$ cat src/inc/tec_cfg.svh
// offsets, field positions, reset values and clock-select codes of the
// dual 8-bit timer/event counter.
// assumes byte addresses on a 16-bit peripheral address space.
`ifndef TEC_CFG_SVH
`define TEC_CFG_SVH

// register byte addresses
`define TEC_ADDR_PORT1_DIR   16'hff21
`define TEC_ADDR_PORT3_DIR   16'hff23
`define TEC_ADDR_MODE1       16'hff43
`define TEC_ADDR_MODE0       16'hff6b
`define TEC_ADDR_CLKSEL0     16'hff6a
`define TEC_ADDR_CLKSEL1     16'hff8c
`define TEC_ADDR_CMP0        16'hff70
`define TEC_ADDR_CMP1        16'hff71

// mode control field positions
`define TEC_BIT_COUNT_EN     7
`define TEC_BIT_PWM_SEL      6
`define TEC_BIT_PRESET_SET   3
`define TEC_BIT_PRESET_CLR   2
`define TEC_BIT_INV_LVL      1
`define TEC_BIT_OUT_EN       0

// reset values
`define TEC_RST_MODE         8'h00
`define TEC_RST_PORT_DIR     8'hff
`define TEC_RST_CLKSEL       3'h0
`define TEC_RST_CMP          8'h00

// port 3 upper nibble is fixed at ones
`define TEC_PORT3_FIXED      8'hf0
// shared pin positions in the direction registers
`define TEC_PIN_BIT_T0       7
`define TEC_PIN_BIT_T1       3

// clock select codes for the external edge
`define TEC_SEL_FALL         3'h0
`define TEC_SEL_RISE         3'h1

// prescaler exponents per channel, codes 2 to 7
`define TEC_CH0_EXP2         0
`define TEC_CH0_EXP3         1
`define TEC_CH0_EXP4         2
`define TEC_CH0_EXP5         6
`define TEC_CH0_EXP6         8
`define TEC_CH0_EXP7         13
`define TEC_CH1_EXP2         0
`define TEC_CH1_EXP3         1
`define TEC_CH1_EXP4         4
`define TEC_CH1_EXP5         6
`define TEC_CH1_EXP6         8
`define TEC_CH1_EXP7         12

`endif

$ cat src/inc/tec_pkg.sv
// types shared by the timer/event counter modules.
// assumes nothing beyond a single clock domain.
package tec_pkg;

  typedef logic [7:0]  tec_byte_t;   // register data
  typedef logic [15:0] tec_addr_t;   // register byte address

  // stored mode control bits; the preset bits are not stored
  typedef struct packed
  {
    logic count_en;
    logic pwm_sel;
    logic invert_or_level;
    logic out_en;
  } tec_mode_t;

endpackage

$ cat src/inc/tec_tick_if.sv
// prescaler tick bundle: one enable pulse per power-of-two divide.
// assumes the producer and consumers share ref_clk.
`timescale 1ns/1ps
`default_nettype none

interface tec_tick_if #(
  parameter int unsigned W = 13
);
  logic [W:0] tick;  // tick[k] pulses once every 2**k clocks

  modport src (output tick);
  modport dst (input  tick);
endinterface

`default_nettype wire

$ cat src/tec_top.sv
// dual 8-bit timer/event counter with mode, compare, clock select and
// shared-pin direction registers on a byte-wide peripheral port.
// assumes ref_clk is the peripheral clock and the pins are asynchronous.
`include "tec_cfg.svh"
`timescale 1ns/1ps
`default_nettype none

module tec_top #(
  parameter int unsigned PRESCALE_W   = 13,             // widest divide exponent
  parameter int unsigned CH0_SLOW_EXP = `TEC_CH0_EXP7,  // slowest channel 0 divide
  parameter int unsigned CH1_SLOW_EXP = `TEC_CH1_EXP7   // slowest channel 1 divide
) (
  // clock and reset
  input  wire logic              ref_clk,
  input  wire logic              rst_n,
  // register port
  input  wire tec_pkg::tec_addr_t reg_addr,
  input  wire logic              reg_wr,
  input  wire logic              reg_rd,
  input  wire tec_pkg::tec_byte_t reg_wdata,
  output tec_pkg::tec_byte_t     reg_rdata,
  output logic                   reg_rvalid,
  // shared timer pins, index is the channel
  input  wire logic [1:0]        timer_pin_in,
  output logic [1:0]             timer_pin_out,
  output logic [1:0]             timer_pin_oe_n,
  // other port pins' direction
  output logic [7:0]             port1_dir_out,
  output logic [3:0]             port3_dir_out,
  // compare match requests
  output logic [1:0]             match_irq
);
  import tec_pkg::*;

  // per-channel register addresses
  localparam tec_addr_t MODE_ADDR [2] = '{`TEC_ADDR_MODE0, `TEC_ADDR_MODE1};
  localparam tec_addr_t SEL_ADDR  [2] = '{`TEC_ADDR_CLKSEL0, `TEC_ADDR_CLKSEL1};
  localparam tec_addr_t CMP_ADDR  [2] = '{`TEC_ADDR_CMP0, `TEC_ADDR_CMP1};

  // map a clock select code to a divide exponent for one channel
  function automatic int unsigned div_exp(input int unsigned ch, input logic [2:0] code);
    int unsigned e;
    e = 0;
    case (code)
      3'h2: e = (ch == 0) ? `TEC_CH0_EXP2 : `TEC_CH1_EXP2;
      3'h3: e = (ch == 0) ? `TEC_CH0_EXP3 : `TEC_CH1_EXP3;
      3'h4: e = (ch == 0) ? `TEC_CH0_EXP4 : `TEC_CH1_EXP4;
      3'h5: e = (ch == 0) ? `TEC_CH0_EXP5 : `TEC_CH1_EXP5;
      3'h6: e = (ch == 0) ? `TEC_CH0_EXP6 : `TEC_CH1_EXP6;
      3'h7: e = (ch == 0) ? CH0_SLOW_EXP : CH1_SLOW_EXP;
      default: e = 0;
    endcase
    if (e > PRESCALE_W)
      e = PRESCALE_W;
    return e;
  endfunction

  // shared-pin direction bits
  logic [7:0] port1_dir_reg, port1_dir_next;  // port 1 direction
  logic [3:0] port3_dir_reg, port3_dir_next;  // port 3 direction, low nibble
  logic [1:0] pin_dir;                        // per-channel pin direction
  // read path
  tec_byte_t  rdata_next;                     // read data next
  logic       rvalid_next;                    // read answer next
  // per-channel read views
  tec_byte_t  ch_mode_rd [2];                 // mode control as read
  tec_byte_t  ch_sel_rd  [2];                 // clock select as read
  tec_byte_t  ch_cmp_rd  [2];                 // compare value as read

  // prescaler tick bundle
  tec_tick_if #(.W(PRESCALE_W)) ticks ();

  // one shared divider for both channels
  tec_prescaler #(
    .DIV_W   (PRESCALE_W)
  ) u_prescaler (
    .ref_clk (ref_clk),
    .rst_n   (rst_n),
    .ticks   (ticks)
  );

  // each timer pin follows its direction bit
  assign pin_dir[0] = port1_dir_reg[`TEC_PIN_BIT_T0];
  assign pin_dir[1] = port3_dir_reg[`TEC_PIN_BIT_T1];

  // direction register writes
  always_comb
  begin
    port1_dir_next = port1_dir_reg;
    port3_dir_next = port3_dir_reg;
    if (reg_wr && reg_addr == `TEC_ADDR_PORT1_DIR)
      port1_dir_next = reg_wdata;
    if (reg_wr && reg_addr == `TEC_ADDR_PORT3_DIR)
      port3_dir_next = reg_wdata[3:0];
  end

  // direction registers start as inputs
  always_ff @(posedge ref_clk or negedge rst_n)
  begin
    if (!rst_n)
    begin
      port1_dir_reg <= `TEC_RST_PORT_DIR;
      port3_dir_reg <= 4'(`TEC_RST_PORT_DIR);
    end
    else
    begin
      port1_dir_reg <= port1_dir_next;
      port3_dir_reg <= port3_dir_next;
    end
  end

  // mirror direction registers onto the port outputs
  assign port1_dir_out = port1_dir_reg;
  assign port3_dir_out = port3_dir_reg;

  // read decode; unmapped addresses read zero
  always_comb
  begin
    rdata_next  = 8'h00;
    rvalid_next = reg_rd;
    if (!reg_rd)
      rdata_next = 8'h00;
    else if (reg_addr == `TEC_ADDR_PORT1_DIR)
      rdata_next = port1_dir_reg;
    else if (reg_addr == `TEC_ADDR_PORT3_DIR)
      rdata_next = `TEC_PORT3_FIXED | {4'h0, port3_dir_reg};
    else if (reg_addr == MODE_ADDR[0])
      rdata_next = ch_mode_rd[0];
    else if (reg_addr == MODE_ADDR[1])
      rdata_next = ch_mode_rd[1];
    else if (reg_addr == SEL_ADDR[0])
      rdata_next = ch_sel_rd[0];
    else if (reg_addr == SEL_ADDR[1])
      rdata_next = ch_sel_rd[1];
    else if (reg_addr == CMP_ADDR[0])
      rdata_next = ch_cmp_rd[0];
    else if (reg_addr == CMP_ADDR[1])
      rdata_next = ch_cmp_rd[1];
    else
      rdata_next = 8'h00;
  end

  // register the read answer
  always_ff @(posedge ref_clk or negedge rst_n)
  begin
    if (!rst_n)
    begin
      reg_rdata  <= 8'h00;
      reg_rvalid <= 1'b0;
    end
    else
    begin
      reg_rdata  <= rdata_next;
      reg_rvalid <= rvalid_next;
    end
  end

  // one timer per channel, alike except for the per-channel clock select divides
  genvar ch;
  generate
    for (ch = 0; ch < 2; ch++)
    begin : g_ch
      tec_mode_t  mode_reg, mode_next;      // stored mode control
      logic [2:0] sel_reg, sel_next;        // count clock select
      tec_byte_t  cmp_reg, cmp_next;        // compare value
      tec_byte_t  cnt_reg, cnt_next;        // count register
      logic       tff_reg, tff_next;        // timer output flip-flop
      logic       act_reg, act_next;        // PWM active phase
      logic       irq_next;                 // match request next
      logic       out_next, oe_n_next;      // pin drive next
      logic       wr_mode, wr_sel, wr_cmp;  // register write strobes
      logic       preset_hi, preset_lo;     // preset requests
      logic       ev_rise, ev_fall;         // synchronised pin edges
      logic       cnt_tick;                 // selected count enable
      logic       match;                    // counter equals compare
      tec_byte_t  cnt_inc;                  // counter plus one

      // pin edges pass the synchroniser first
      tec_edge_sync u_sync (
        .ref_clk (ref_clk),
        .rst_n   (rst_n),
        .pin_in  (timer_pin_in[ch]),
        .rise    (ev_rise),
        .fall    (ev_fall)
      );

      // write strobes for this channel
      assign wr_mode = reg_wr && (reg_addr == MODE_ADDR[ch]);
      assign wr_sel  = reg_wr && (reg_addr == SEL_ADDR[ch]);
      assign wr_cmp  = reg_wr && (reg_addr == CMP_ADDR[ch]);

      // presets need exactly one bit set and match-clear mode in the written value
      assign preset_hi = wr_mode && reg_wdata[`TEC_BIT_PRESET_SET]
                         && !reg_wdata[`TEC_BIT_PRESET_CLR]
                         && !reg_wdata[`TEC_BIT_PWM_SEL];
      assign preset_lo = wr_mode && reg_wdata[`TEC_BIT_PRESET_CLR]
                         && !reg_wdata[`TEC_BIT_PRESET_SET]
                         && !reg_wdata[`TEC_BIT_PWM_SEL];

      // count enable: an edge of the pin, or a prescaler tap
      always_comb
      begin
        if (sel_reg == `TEC_SEL_FALL)
          cnt_tick = ev_fall;
        else if (sel_reg == `TEC_SEL_RISE)
          cnt_tick = ev_rise;
        else
          cnt_tick = ticks.tick[div_exp(ch, sel_reg)];
      end

      assign match   = (cnt_reg == cmp_reg);
      assign cnt_inc = cnt_reg + 8'h01;

      // register contents, counter, output flip-flops
      always_comb
      begin
        mode_next = mode_reg;
        sel_next  = sel_reg;
        cmp_next  = cmp_reg;
        cnt_next  = cnt_reg;
        tff_next  = tff_reg;
        act_next  = act_reg;
        irq_next  = 1'b0;
        // software writes
        if (wr_mode)
        begin
          mode_next.count_en        = reg_wdata[`TEC_BIT_COUNT_EN];
          mode_next.pwm_sel         = reg_wdata[`TEC_BIT_PWM_SEL];
          mode_next.invert_or_level = reg_wdata[`TEC_BIT_INV_LVL];
          mode_next.out_en          = reg_wdata[`TEC_BIT_OUT_EN];
        end
        if (wr_sel)
          sel_next = reg_wdata[2:0];
        if (wr_cmp)
          cmp_next = reg_wdata;
        // counting
        if (!mode_reg.count_en)
        begin
          cnt_next = 8'h00;
          act_next = 1'b0;
        end
        else if (cnt_tick)
        begin
          if (mode_reg.pwm_sel)
          begin
            // free running; overflow opens the active phase, match closes it
            cnt_next = cnt_inc;
            if (cnt_reg == 8'hff)
              act_next = 1'b1;
            if (cnt_inc == cmp_reg)
              act_next = 1'b0;
          end
          else if (match)
          begin
            // match restarts from zero so the period is compare plus one
            cnt_next = 8'h00;
            irq_next = 1'b1;
            if (mode_reg.invert_or_level)
              tff_next = ~tff_reg;
          end
          else
            cnt_next = cnt_inc;
        end
        // presets act whether counting or not
        if (preset_hi)
          tff_next = 1'b1;
        else if (preset_lo)
          tff_next = 1'b0;
      end

      // timer output and pin drive from the present settings
      always_comb
      begin
        if (!mode_reg.out_en)
          out_next = 1'b0;
        else if (mode_reg.pwm_sel)
          out_next = (act_reg & mode_reg.count_en) ^ mode_reg.invert_or_level;
        else
          out_next = tff_reg;
        oe_n_next = pin_dir[ch];
      end

      // register this channel's state
      always_ff @(posedge ref_clk or negedge rst_n)
      begin
        if (!rst_n)
        begin
          mode_reg            <= tec_mode_t'(4'h0);
          sel_reg             <= `TEC_RST_CLKSEL;
          cmp_reg             <= `TEC_RST_CMP;
          cnt_reg             <= 8'h00;
          tff_reg             <= 1'b0;
          act_reg             <= 1'b0;
          match_irq[ch]       <= 1'b0;
          timer_pin_out[ch]   <= 1'b0;
          timer_pin_oe_n[ch]  <= 1'b1;
        end
        else
        begin
          mode_reg            <= mode_next;
          sel_reg             <= sel_next;
          cmp_reg             <= cmp_next;
          cnt_reg             <= cnt_next;
          tff_reg             <= tff_next;
          act_reg             <= act_next;
          match_irq[ch]       <= irq_next;
          timer_pin_out[ch]   <= out_next;
          timer_pin_oe_n[ch]  <= oe_n_next;
        end
      end

      // read views; preset positions and bits five and four read zero
      always_comb
      begin
        ch_mode_rd[ch]                     = 8'h00;
        ch_mode_rd[ch][`TEC_BIT_COUNT_EN]  = mode_reg.count_en;
        ch_mode_rd[ch][`TEC_BIT_PWM_SEL]   = mode_reg.pwm_sel;
        ch_mode_rd[ch][`TEC_BIT_INV_LVL]   = mode_reg.invert_or_level;
        ch_mode_rd[ch][`TEC_BIT_OUT_EN]    = mode_reg.out_en;
        ch_sel_rd[ch]                      = {5'h00, sel_reg};
        ch_cmp_rd[ch]                      = cmp_reg;
      end
    end
  endgenerate

endmodule

`default_nettype wire

$ cat src/tec_prescaler.sv
// free-running divider giving one-cycle enables at ref_clk / 2**k.
// assumes a single clock and async active-low reset.
`timescale 1ns/1ps
`default_nettype none

module tec_prescaler #(
  parameter int unsigned DIV_W = 13
) (
  // clock and reset
  input  wire logic ref_clk,
  input  wire logic rst_n,
  // tick bundle
  tec_tick_if.src   ticks
);
  import tec_pkg::*;

  logic [DIV_W-1:0] div_reg;   // divider state
  logic [DIV_W-1:0] div_next;  // divider next value

  // next divider value, wraps freely
  always_comb
  begin
    div_next = DIV_W'(div_reg + 1'b1);
  end

  // register the divider
  always_ff @(posedge ref_clk or negedge rst_n)
  begin
    if (!rst_n)
      div_reg <= '0;
    else
      div_reg <= div_next;
  end

  // undivided rate always enabled
  assign ticks.tick[0] = 1'b1;

  // tick k fires when the low k divider bits are all ones
  genvar k;
  generate
    for (k = 1; k <= DIV_W; k++)
    begin : g_tap
      assign ticks.tick[k] = &div_reg[k-1:0];
    end
  endgenerate

endmodule

`default_nettype wire

$ cat src/tec_edge_sync.sv
// three-stage synchroniser with agreement filter and edge pulses.
// assumes the pin is asynchronous to ref_clk.
`timescale 1ns/1ps
`default_nettype none

module tec_edge_sync (
  // clock and reset
  input  wire logic ref_clk,
  input  wire logic rst_n,
  // raw pin
  input  wire logic pin_in,
  // filtered edges, one cycle each
  output logic      rise,
  output logic      fall
);
  import tec_pkg::*;

  logic s1_reg, s2_reg, s3_reg;   // synchroniser chain
  logic stable_reg, stable_next;  // accepted level
  logic rise_next, fall_next;     // edge pulses next

  // accept a level only once stages two and three agree
  always_comb
  begin
    stable_next = (s2_reg == s3_reg) ? s3_reg : stable_reg;
    rise_next   = stable_next & ~stable_reg;
    fall_next   = ~stable_next & stable_reg;
  end

  // register chain and pulses
  always_ff @(posedge ref_clk or negedge rst_n)
  begin
    if (!rst_n)
    begin
      s1_reg     <= 1'b0;
      s2_reg     <= 1'b0;
      s3_reg     <= 1'b0;
      stable_reg <= 1'b0;
      rise       <= 1'b0;
      fall       <= 1'b0;
    end
    else
    begin
      s1_reg     <= pin_in;
      s2_reg     <= s1_reg;
      s3_reg     <= s2_reg;
      stable_reg <= stable_next;
      rise       <= rise_next;
      fall       <= fall_next;
    end
  end

endmodule

`default_nettype wire

$ cat config.mk
export PLATFORM = sky130hd
export DESIGN_NAME = tec_top
export DESIGN_NICKNAME = d
export VERILOG_FILES = /design/src/inc/tec_pkg.sv /design/src/inc/tec_tick_if.sv /design/src/tec_top.sv /design/src/tec_prescaler.sv /design/src/tec_edge_sync.sv
export VERILOG_INCLUDE_DIRS = /design/src /design/src/inc
export SDC_FILE = /design/constraint.sdc
export NUM_CORES = 1
export LEC_CHECK = 0
export BUFFER_PORTS_ARGS = -buffer_cell sky130_fd_sc_hd__buf_4
export CAP_MARGIN = 15
export CORE_MARGIN = 2
export CORE_UTILIZATION = 55
export DETAILED_ROUTE_END_ITERATION = 8
export PLACE_DENSITY_LB_ADDON = 0.12
export SYNTH_ARGS = -nofsm -noshare
export SYNTH_HDL_FRONTEND = slang
export SYNTH_HIERARCHICAL = 1
export SYNTH_SLANG_ARGS = --single-unit
$ cat constraint.sdc
create_clock -name ref_clk -period 6.1 [get_ports ref_clk]
set_input_delay 1.22 -clock ref_clk [delete_from_list [all_inputs] [get_ports ref_clk]]
set_output_delay 1.22 -clock ref_clk [all_outputs]
set_load 0.03 [all_outputs]
==> flow_summary.toml <==
[run_status]
status = "complete, no violations"

[power]
pwr-share-seq_pct = 58.1
power.total_uw = 1177
p_leak_uw = 0.002794
power.switching_uw = 283.7
ir_drop_uv = 155.9
p_clk_share_pct = 37.1
power_frac_comb_pct = 4.8
intPower_uw = 893.7
switching_share_pct = 24.09
p_per_area_nw_per_um2 = 200.1

[placed_design]
dp_cells = 612
place_congestion = 0.9248
placed_area_um2 = 5669
io_buffers = 56
dp_hpwl_um = 8694

[clock_tree]
clockBufferDepth = 2
htree_levels = 3
holdBufCountCts = 0
cts_setup_buffers = 0
clkTransAtPathRegs_ns = 0.10
numClockSinks = 102
cts-root-buf = "clkbuf_8"
cts_buffers = 9
cts_tree = "built"
postCtsResizedCells = 0
clk_latency_ns = 0.36

[detailed_routing]
vias_per_cell = 6.094
drtIter0Drc = 161
route.met3.wl_um = 482
wire_per_inst_um = 18.84
wl_met1_um = 5315
wirelength_um = 11830
route.antenna.remaining_nets = 0
drc = 0
via_count = 3827
routed.top_layer = "met4"
drt_pass1_iterations = 5
wl_met2_um = 5762

[grt]
grt_start_max_net_pins = 60
grt_pass1_wl_um = 19290
first_global_vias = 3776
track_usage_pct = 24.36
grt-ovfl-total = 0
antenna_found_initial = 0

[sta]
setup_violations = 0
clock_skew_ns = 0.01151
rsz0062_at_grt = "no"
hold_viol = 0
slew_headroom_pct = 33.33
fmax_ghz = 0.3241
worst_pin_slew_ns = 0.9918
finalSetupTns_ns = 0
min_period_ns = 3.085
slew_violations = 0
fin_crit_sh_pct = 50.58

[logic_synthesis]
postSynthCellCount = 459
synth_fp_nets = 495
ys_warn_count = 6
syn_avg_cell_area_um2 = 11.27
syn_area_um2 = 5174

[job]
maxCapViolations = 0

[floorplanning]
ioPinCount = 57
rows = 35
die_area_um2 = 10200
core-area_um2 = 9196
die_h_um = 101.0
die_w_um = 101.0
initial_core_util_pct = 56.26

[layout]
diodes = 0
finalNetCount = 548
final_cell_count_no_fill = 628
drive_gt1_share_pct = 29.98
design_area_um2 = 5883
nFillCells = 718
syn_to_final_growth_pct = 13.71

[min_path]
worstHoldPathType = "reg2reg"

[setup_path]
critical_path_required_ns = 6.35
path_max_fanout = 6
path_delay_family = "simple AND/OR/NAND/NOR gates"
endpoint_kind = "flip-flop"
cp_cell_sequence = "buf_4 -> nor3_2 -> nand4_1 -> nor3_1 -> a221oi_1 -> or4_1 -> a221oi_1"
cpMostUsedCell = "a221oi_1"
start_kind = "input port"
path_buf_inv = 1
cp.arrival_ns = 3.33
crit_type = "in2reg"
max_stage_delay_ns = 0.60
critPathSlowestCell = "nor3_1"
[layout by cell type (no fill, tap or decap), drive strengths merged, types with 3 or more instances in the layout]
cell,instances
nand2b,3
mux2,46
a221oi,6
nor3,15
and3,14
ha,6
nand4,14
nand3,13
o21a,3
dfrtp,88
a21o,6
o21ai,17
xor2,8
o31ai,4
buf,57
mux4,4
clkinv,4
and4,4
mux2i,4
clkbuf,11
nor4,3
inv,14
nor3b,6
a22o,3
and2,5
dfstp,14
nor2,26
a31oi,6
nand2,39
a21oi,5
xnor2,31
[layout make-up]
cell class                 instances  area (um^2)  area share [%]
sequential                       102         2570           43.68
multi-input combinational        329         2484           42.22
timing repair buffer              57        427.9           7.273
clock buffer                      11        162.7           2.765
tap                              111        138.9           2.361
clock inverter                     5        51.30          0.8720
inverter                          13        48.80          0.8294
[worst reg2reg max path: cells and delay by family (launching register included)]
family	cells	cell delay, ns
simple gates	4	1.06
mux	2	0.79
flops	1	0.45
compound gates	2	0.37
fa+ha+maj	1	0.26
[final timing paths]
check | slack [ns] | startpoint | depth (start not counted) | endpoint
worst max-delay path | 3.01 | reg_addr[3] | 7 | reg_rdata[0]
worst min-delay path | 0.37 | g_ch[0].u_sync/s1_reg | 0 | g_ch[0].u_sync/s2_reg
worst max register to register | 3.09 | u_prescaler/div_reg[0] | 9 | g_ch[1].cnt_reg[5]
worst min register to register | 0.37 | g_ch[0].u_sync/s1_reg | 0 | g_ch[0].u_sync/s2_reg
max in group asynchronous | 4.14 | rst_n | 2 | port3_dir_out[2]
min in group asynchronous | 0.89 | rst_n | 1 | g_ch[0].cnt_reg[6]
[metrics by stage]
stage | worst slack [ns] | utilization, % | hold WS, ns
floorplan | 3.154 | - | 0.3312
global placement | 2.788 | 61.65 | 0.3408
detailed placement | 2.715 | 61.65 | 0.3370
CTS | 3.043 | 63.97 | 0.3712
global route | 2.865 | 63.97 | 0.3773
finish | 3.015 | 63.97 | 0.3662
[power groups by stage]
stage               sequential, uW  clock (uW)  combinational (uW)
finish                         684         437                56.3
global route                   685         472                62.2
detailed placement             697           0                56.6
global placement               697           0                56.1
floorplan                      697           0                17.9
CTS                            684         441                56.8
[metal layers]
| metal | track usage, % | vias to the layer above |
|---|---|---|
| li1 | - | 1780 |
| met4 | 8.628 | 0 |
| met3 | 3.537 | 23 |
| met2 | 39.85 | 102 |
| met5 | 0 | - |
| met1 | 33.38 | 1922 |
Note: power is estimated with default switching activity, not from simulation.
